[config.mk]
export PLATFORM = sky130hd
export DESIGN_NAME = swm_wake_monitor
export DESIGN_NICKNAME = d
export VERILOG_FILES = /design/src/common/swm_pkg.sv /design/src/logic/swm_period_meter.sv /design/src/logic/swm_wake_monitor.sv
export VERILOG_INCLUDE_DIRS = /design/src /design/src/common
export SDC_FILE = /design/constraint.sdc
export NUM_CORES = 1
export LEC_CHECK = 0
export BUFFER_PORTS_ARGS = -buffer_cell sky130_fd_sc_hd__buf_2
export CAP_MARGIN = 20
export CORE_ASPECT_RATIO = 0.75
export CORE_MARGIN = 3
export CORE_UTILIZATION = 40
export CTS_CLUSTER_DIAMETER = 200
export DETAILED_ROUTE_END_ITERATION = 12
export PLACE_DENSITY = 0.56
export REMOVE_ABC_BUFFERS = 1
export SLEW_MARGIN = 20
export SYNTH_ARGS = -nofsm -noshare
export SYNTH_HDL_FRONTEND = slang
export SYNTH_HIERARCHICAL = 1
export SYNTH_SLANG_ARGS = --single-unit
[constraint.sdc]
create_clock -name ref_clk -period 7.75 [get_ports ref_clk]
set_input_delay 1.55 -clock ref_clk [delete_from_list [all_inputs] [get_ports ref_clk]]
set_output_delay 1.55 -clock ref_clk [all_outputs]
set_load 0.02 [all_outputs]
[src/common/swm_defines.svh]
// Timing, threshold and count constants for the secondary wake monitor.
// Assumes a 125 MHz ref_clk; all cycle counts derive from it.
`ifndef SWM_DEFINES_SVH
`define SWM_DEFINES_SVH

`define SWM_CLK_MHZ 125
`define SWM_ARM_NS 500
`define SWM_ARM_CYC ((`SWM_ARM_NS * `SWM_CLK_MHZ + 999) / 1000)
`define SWM_PULSE_NS 1000
`define SWM_PULSE_CYC ((`SWM_PULSE_NS * `SWM_CLK_MHZ) / 1000)
`define SWM_RATE_KHZ 33
`define SWM_RATE_CYC ((`SWM_CLK_MHZ * 1000) / `SWM_RATE_KHZ)
`define SWM_DIS_US 177
`define SWM_DIS_CYC (`SWM_DIS_US * `SWM_CLK_MHZ)
`define SWM_EN_US 57
`define SWM_EN_CYC (`SWM_EN_US * `SWM_CLK_MHZ)
`define SWM_LONG_RUN 63
`define SWM_SHORT_SUM 32
`define SWM_DROOP_NUM 97
`define SWM_DROOP_DEN 100
`define SWM_LEVEL_W 12

`endif

[src/common/swm_pkg.sv]
// Types shared by the secondary wake monitor and its period meter.
// Assumes swm_defines.svh is on the include path.
`include "swm_defines.svh"

package swm_pkg;

  typedef logic [`SWM_LEVEL_W-1:0] swm_level_t;

  // One classified switching period, valid for one cycle
  typedef struct packed {
    logic valid;
    logic is_long;
    logic is_short;
  } swm_period_t;

  // Secondary enable pin: open, or pulled low
  typedef enum logic {SWM_SEC_OPEN, SWM_SEC_LOW} swm_sec_state_t;

endpackage

[src/logic/swm_period_meter.sv]
// Switching period meter: counts cycles between detect pulses and classifies each period.
// Assumes detect is a one-cycle pulse on ref_clk; clear holds it idle.
`timescale 1ns/10ps
`include "swm_defines.svh"

module swm_period_meter #(
  parameter int CNT_W = 16,
  parameter int DIS_CYC = `SWM_DIS_CYC,
  parameter int EN_CYC = `SWM_EN_CYC
) (
  input wire logic ref_clk, // System clock
  input wire logic rst_n, // Async reset, active low
  input wire logic clear, // Synchronous idle while locked out
  input wire logic detect, // Power-cycle detect pulse
  output swm_pkg::swm_period_t period // Classified period, one-cycle valid
);
  import swm_pkg::*;

  logic [CNT_W-1:0] cnt_r;
  logic [CNT_W-1:0] cnt_nxt;
  logic started_r;
  swm_period_t period_nxt;
  wire cnt_full = &cnt_r;

  // Period counter restarts on each detect, saturates when idle
  assign cnt_nxt = detect ? {{(CNT_W-1){1'b0}}, 1'b1} : (cnt_full ? cnt_r : cnt_r + 1'b1);
  assign period_nxt.valid = detect && started_r;
  assign period_nxt.is_long = cnt_r > CNT_W'(DIS_CYC);
  assign period_nxt.is_short = cnt_r < CNT_W'(EN_CYC);

  // Counter and result registers
  always_ff @(posedge ref_clk or negedge rst_n)
  begin
    if (!rst_n)
    begin
      cnt_r <= '0;
      started_r <= 1'b0;
      period <= '0;
    end
    else if (clear)
    begin
      cnt_r <= '0;
      started_r <= 1'b0;
      period <= '0;
    end
    else
    begin
      cnt_r <= cnt_nxt;
      started_r <= started_r | detect;
      period <= period_nxt;
    end
  end
endmodule

[src/logic/swm_wake_monitor.sv]
// Secondary wake monitor: detects power cycles on the wake line, samples the supply,
// sends wake pulses on a 3% droop, and drives the open-drain secondary enable.
// Assumes wake_above and supply_good are asynchronous comparator outputs and
// vdd_level is a converter word already on ref_clk.
//
// Summary of operation
// - Store the supply level as reference at the end of every detected power cycle.
// - When supply falls to 97% of the reference, switch the wake line to output.
// - Below supply lockout stay fully inactive: no sampling, no signalling.
// - Pull enable low after 63 consecutive periods longer than 177 us.
// - Release enable after 32 cumulative periods shorter than 57 us.
// - Arm detection only after wake stays below threshold more than 500 ns.
// - Armed rise gives one detect pulse: reset oscillator, count cycle, resample.
// - In output mode inject 1 us pulses at 33 kHz until a power cycle is seen.
`timescale 1ns/10ps
`include "swm_defines.svh"

module swm_wake_monitor #(
  parameter int DIS_CYC = `SWM_DIS_CYC,
  parameter int EN_CYC = `SWM_EN_CYC,
  parameter int CYCLE_W = 16
) (
  input wire logic ref_clk, // 125 MHz clock
  input wire logic rst_n, // Async reset, active low
  input wire logic wake_above, // Wake comparator, high above detect threshold
  input wire logic supply_good, // Supply above lockout threshold
  input wire swm_pkg::swm_level_t vdd_level, // Present supply level
  output logic wake_drive, // Wake pin output value
  output logic wake_drive_en, // Wake pin output enable
  output logic sec_enable_drive, // Enable pin output value, always low
  output logic sec_enable_drive_en, // Enable pin pulled low when high
  output logic [CYCLE_W-1:0] power_cycle_count // Detected power cycles
);
  import swm_pkg::*;

  localparam int ARM_CYC = `SWM_ARM_CYC;
  localparam int PULSE_CYC = `SWM_PULSE_CYC;
  localparam int RATE_CYC = `SWM_RATE_CYC;
  localparam int ARM_W = $clog2(ARM_CYC + 1);
  localparam int RATE_W = $clog2(RATE_CYC + 1);
  localparam int PROD_W = `SWM_LEVEL_W + 8;

  // Two-stage synchronisers for the comparator pins
  logic wake_m_r, wake_s_r, wake_d_r;
  logic good_m_r, good_s_r;
  always_ff @(posedge ref_clk or negedge rst_n)
  begin
    if (!rst_n)
    begin
      wake_m_r <= 1'b0;
      wake_s_r <= 1'b0;
      good_m_r <= 1'b0;
      good_s_r <= 1'b0;
    end
    else
    begin
      wake_m_r <= wake_above;
      wake_s_r <= wake_m_r;
      good_m_r <= supply_good;
      good_s_r <= good_m_r;
    end
  end

  wire active = good_s_r;

  // Arming: low time counted while the line is not our own drive
  logic [ARM_W-1:0] low_cnt_r, low_cnt_nxt;
  logic armed_r, armed_nxt, detect_r, detect_nxt;
  wire low_seen = !wake_s_r && !wake_drive_en;
  wire low_done = low_cnt_r == ARM_W'(ARM_CYC);
  wire rise = wake_s_r && !wake_d_r && !wake_drive_en;
  assign low_cnt_nxt = !low_seen ? '0 : (low_done ? low_cnt_r : low_cnt_r + 1'b1);
  assign armed_nxt = detect_nxt ? 1'b0 : (armed_r | low_done);
  assign detect_nxt = armed_r && rise;

  always_ff @(posedge ref_clk or negedge rst_n)
  begin
    if (!rst_n)
    begin
      wake_d_r <= 1'b0;
      low_cnt_r <= '0;
      armed_r <= 1'b0;
      detect_r <= 1'b0;
    end
    else
    begin
      wake_d_r <= wake_s_r;
      low_cnt_r <= active ? low_cnt_nxt : '0;
      armed_r <= active && armed_nxt;
      detect_r <= active && detect_nxt;
    end
  end

  // Reference sample and power-cycle counter
  swm_level_t ref_r;
  logic ref_valid_r;
  always_ff @(posedge ref_clk or negedge rst_n)
  begin
    if (!rst_n)
    begin
      ref_r <= '0;
      ref_valid_r <= 1'b0;
      power_cycle_count <= '0;
    end
    else if (!active)
      ref_valid_r <= 1'b0;
    else if (detect_r)
    begin
      ref_r <= vdd_level;
      ref_valid_r <= 1'b1;
      power_cycle_count <= power_cycle_count + 1'b1;
    end
  end

  // Droop compare: vdd * 100 <= ref * 97
  wire [PROD_W-1:0] vdd_scaled = PROD_W'(vdd_level) * PROD_W'(`SWM_DROOP_DEN);
  wire [PROD_W-1:0] ref_scaled = PROD_W'(ref_r) * PROD_W'(`SWM_DROOP_NUM);
  wire droop = ref_valid_r && (vdd_scaled <= ref_scaled);

  // Output mode and wake oscillator, reset by each detect
  logic alert_r;
  logic [RATE_W-1:0] osc_r, osc_nxt;
  wire osc_wrap = osc_r == RATE_W'(RATE_CYC - 1);
  assign osc_nxt = (detect_r || !alert_r || osc_wrap) ? '0 : osc_r + 1'b1;
  // Phase zero is the first pulse cycle, so every burst not cut by a detect or lockout is a full PULSE_CYC long
  wire pulse_nxt = alert_r && !detect_r && (osc_r < RATE_W'(PULSE_CYC));

  always_ff @(posedge ref_clk or negedge rst_n)
  begin
    if (!rst_n)
    begin
      alert_r <= 1'b0;
      osc_r <= '0;
      wake_drive <= 1'b0;
      wake_drive_en <= 1'b0;
    end
    else
    begin
      alert_r <= active && !detect_r && (alert_r || droop);
      osc_r <= osc_nxt;
      wake_drive <= active && pulse_nxt;
      wake_drive_en <= active && pulse_nxt;
    end
  end

  // Period classification
  swm_period_t period;
  swm_period_meter #(
    .CNT_W(16),
    .DIS_CYC(DIS_CYC),
    .EN_CYC(EN_CYC)
  ) u_meter (
    .ref_clk(ref_clk),
    .rst_n(rst_n),
    .clear(!active),
    .detect(detect_r),
    .period(period)
  );

  // Secondary enable state machine with its counters
  swm_sec_state_t sec_r, sec_nxt;
  logic [5:0] long_cnt_r, long_cnt_nxt;
  logic [5:0] short_cnt_r, short_cnt_nxt;
  wire long_hit = period.valid && period.is_long;
  wire short_hit = period.valid && period.is_short;
  wire go_low = long_hit && long_cnt_r == 6'(`SWM_LONG_RUN - 1);
  wire go_open = short_hit && short_cnt_r == 6'(`SWM_SHORT_SUM - 1);

  always_comb
  begin
    sec_nxt = sec_r;
    long_cnt_nxt = long_cnt_r;
    short_cnt_nxt = short_cnt_r;
    unique case (sec_r)
      SWM_SEC_OPEN:
      begin
        if (period.valid)
          long_cnt_nxt = long_hit ? long_cnt_r + 6'h01 : 6'h00;
        if (go_low)
        begin
          sec_nxt = SWM_SEC_LOW;
          short_cnt_nxt = 6'h00;
        end
      end
      SWM_SEC_LOW:
      begin
        if (short_hit)
          short_cnt_nxt = short_cnt_r + 6'h01;
        if (go_open)
        begin
          sec_nxt = SWM_SEC_OPEN;
          long_cnt_nxt = 6'h00;
        end
      end
    endcase
  end

  always_ff @(posedge ref_clk or negedge rst_n)
  begin
    if (!rst_n)
    begin
      sec_r <= SWM_SEC_OPEN;
      long_cnt_r <= '0;
      short_cnt_r <= '0;
      sec_enable_drive_en <= 1'b0;
    end
    else if (!active)
    begin
      sec_r <= SWM_SEC_OPEN;
      long_cnt_r <= '0;
      short_cnt_r <= '0;
      sec_enable_drive_en <= 1'b0;
    end
    else
    begin
      sec_r <= sec_nxt;
      long_cnt_r <= long_cnt_nxt;
      short_cnt_r <= short_cnt_nxt;
      sec_enable_drive_en <= sec_nxt == SWM_SEC_LOW;
    end
  end

  // Open-drain pin only ever pulls low
  always_ff @(posedge ref_clk or negedge rst_n)
  begin
    if (!rst_n)
      sec_enable_drive <= 1'b0;
    else
      sec_enable_drive <= 1'b0;
  end
endmodule

==> results_dict.tcl <==
set metrics [dict create \
    run_status "finished, final reports clean" \
    critical_path.startpoint_type "primary input" \
    postSynth.topFlopCell "dfrtp_1" \
    final_min_period_over_clock_period 0.656 \
    cts_hold_fix_bufs 0 \
    synth_top_area_frac 0.319 \
    postLayoutCoreUtil 0.453 \
    clkSinkCount 89 \
    flip_flop_and_latch_count_after_synthesis 89 \
    setup_viol 0 \
    die_height_microns 120 \
    x_dimension_of_the_die_microns 159 \
    worst_hold_path_type "flip-flop to flip-flop" \
    maxSlewViolCount 0 \
    timing_worst_slew_pin_value_ns 0.793 \
    met3WireLength_microns 637 \
    initial_core_utilization 0.411 \
    yosys.area.top_type "dfrtp_1" \
    multiInputGateArea_sq_mm 0.00441 \
    fmax_ghz 0.197 \
    hold_violations 0 \
    synth.top_cells.by_area "dfrtp_1, ha_1, inv_1, xnor2_1, nor2_1" \
    worst_hold_slack_ns 0.348 \
    fin_setup_tns_ns 0 \
    layout.nets 924 \
    p_total_mw 1.20 \
    cts.root.buffer_cell "clkbuf_16" \
    postLayoutSetupSlackWorst_ns 2.67 \
    cp.required_ns 7.96 \
    synth.most_common_cell "ha_1" \
    regArea_sq_mm 0.00223 \
    post_synthesis_cells 745 \
    port_buffers 34 \
    yosysWarnings 6 \
    crit_path_end_kind "flip-flop" \
    seq_area_frac_synth 0.319 \
    cts_resized 0 \
    crit_start "vdd_level[2]" \
    setup.reg_to_reg.worst_slack_ns 3.24 \
    row_count 41 \
    number_of_flops_mapped_to_enable_cells_by_yosys 0 \
    final_layout_size_suffix_gt1_frac 0.0899 \
    final_cell_area_sq_mm 0.00770 \
    vdd_drop_max_uv 93.1 \
    dpl_cell_area_sq_mm 0.00738 \
    clk_pin_slew_worst_paths_ns 0.07 \
    number_of_drc_markers_after_the_initial_detailed_route_iteration 307 \
    netlist-cell-type-count 66 \
    area_delta_synth_final_pct 10.2 \
    timing_worst_setup_path_type "primary input to flip-flop" \
    finalWeightedCongestion 0.893 \
    max-slew-margin-rel 0.472 \
    grt_pass1_vias 4949 \
    critical_path_depth 15 \
    critPathTopFamily "adder cells" \
    filler_cell_count 1651 \
    skew_ns 0.00669 \
    finalWorstPathRequiredPeriod_ns 5.08 \
    hpwl_after_detailed_placement_mm 11.6 \
    diodes 0 \
    grt_start_max_net_pins 63 \
    top_layer "met4" \
    core_area_sq_mm 0.0170 \
    avgViaCountPerCell 5.36 \
    route.detailed.wl_per_inst_microns 14.5 \
    route.vias.total 5436 \
    cts.repair_timing.setup_buffer_count 0 \
    finalNonFillerCells 1015 \
    grt_antenna_before_repair 0 \
    tritoncts "yes" \
    static_leakage_nw 3.73 \
    critPathMostFrequentCell "ha_1" \
    post-place-ws_ns 2.37 \
    clk_latency_ns 0.34 \
    cp.arrival_ns 5.29 \
    grt_setup_unrepaired "false" \
    grt_util_all_layers 0.159 \
    critical_path.cell_chain "buf_2, ha_1, ha_1, fa_1, ha_1, o21ai_0, o21ai_0, a31oi_1, o21ai_0, xor2_1, ha_1, nand4_1, nor3_1, o41a_1, o32ai_1" \
    first_pass_iters 5 \
    route.layer.met1.wl_mm 8.07 \
    setup.worst_path.end "alert_r" \
    io-pin-count 36 \
    post_synth_instance_area_sq_mm 0.00698 \
    met2WireLength_mm 5.88 \
    globalRouteOverflowTotal 0 \
    detail_route.wirelength_mm 14.7 \
    wire_length_of_the_first_global_routing_pass_mm 24.5 \
    worstRegToRegCells 17 \
    worst-path-max-fanout 4 \
    synth.avg_cell_area_sq_um 9.37 \
    antenna_left 0 \
    design.die.area_sq_mm 0.0191 \
    place_inst 1000 \
    power.density_cell_area_mw_per_mm2 156 \
    cts_htree_levels 3 \
    reg2reg_to "alert_r" \
    synth_async_sr_flop_share 1.00 \
    remaining_drc_errors 0 \
    synthTopCellsByCount "ha_1, dfrtp_1, inv_1" \
    worst-path-buf-inv 1 \
    cts_buffers 9 \
    max-clock-path-buffers 2 \
    crit_slowest_cell "fa_1" \
    max_cap_violations 0 \
    critPathMaxStageDelay_ns 0.47 \
    reg2reg_from "ref_r[5]" \
]
## worst reg2reg max path: stages, from the launching register on
cell and delay (ns):
dfrtp_1 0.46, ha_1 0.31, ha_1 0.30, ha_1 0.28
inv_1 0.05, fa_1 0.50, inv_1 0.04, ha_1 0.33
o21a_1 0.12, o31a_1 0.15, o211ai_2 0.20, or4b_1 0.45
o311a_1 0.17, ha_1 0.31, nand4_1 0.12, nor3_1 0.30
o41a_1 0.21, o32ai_1 0.09
## report_power, final
part	leakage, nW	switching, mW	total (mW)	internal, mW
Clock	0.144	0.183	0.465	0.282
Combinational	2.41	0.160	0.268	0.108
Sequential	1.17	0.00389	0.472	0.468
## cell usage in the layout, fill, tap and decap left out, types with 16 or more instances in the layout
| master | count |
|---|---|
| a21oi_1 | 28 |
| buf_2 | 33 |
| dfrtp_1 | 89 |
| ha_1 | 122 |
| inv_1 | 70 |
| nand2_1 | 50 |
| nand3_1 | 34 |
| nor2_1 | 59 |
| nor3_1 | 16 |
| o21ai_0 | 44 |
| xnor2_1 | 30 |
| xor2_1 | 21 |
## cell type report
class / instances / area share
multi-input combinational: 569 / 0.573
sequential: 89 / 0.289
tap: 236 / 0.0384
inverter: 71 / 0.0346
clock buffer: 9 / 0.0293
timing repair buffer: 35 / 0.0234
clock inverter: 6 / 0.0119
## sequential cells by signal, indices dropped and copies added (netlist names), 3 cells and up
| signal | count |
|---|---|
| long_cnt_r | 6 |
| u_meter/period | 3 |
| short_cnt_r | 6 |
| u_meter/cnt_r | 16 |
| osc_r | 12 |
| power_cycle_count | 16 |
| low_cnt_r | 6 |
| ref_r | 12 |
## how the worst min path moves through the flow
stage                        start       end  cells after the start
after floorplan           good_m_r    active                      0
after global placement    wake_m_r  wake_s_r                      0
after detailed placement  wake_m_r  wake_s_r                      0
after CTS                 wake_m_r  wake_s_r                      0
after global routing      wake_m_r  wake_s_r                      0
final                     wake_m_r  wake_s_r                      0
## routing by layer
layer	vias to the layer above	track usage
li1	2719	-
met1	2601	0.255
met2	103	0.219
met3	13	0.0340
met4	0	0.0274
met5	-	0
## cell families (layout without fill, tap and decap cells)
kind of cell               after synthesis  after routing  synth area share
muxes                                    7              7            0.0108
xor gates and xnor gates                51             51            0.0640
AOI/OAI and AO/OA                      132            132             0.120
DFF                                     89             89             0.319
adders and majority gates              133            133             0.250
buffers and inverters                   87            121            0.0495
other                                    1              1          0.000537
and+or+nand+nor                        245            245             0.186
Note: power is estimated with default switching activity, not from simulation.
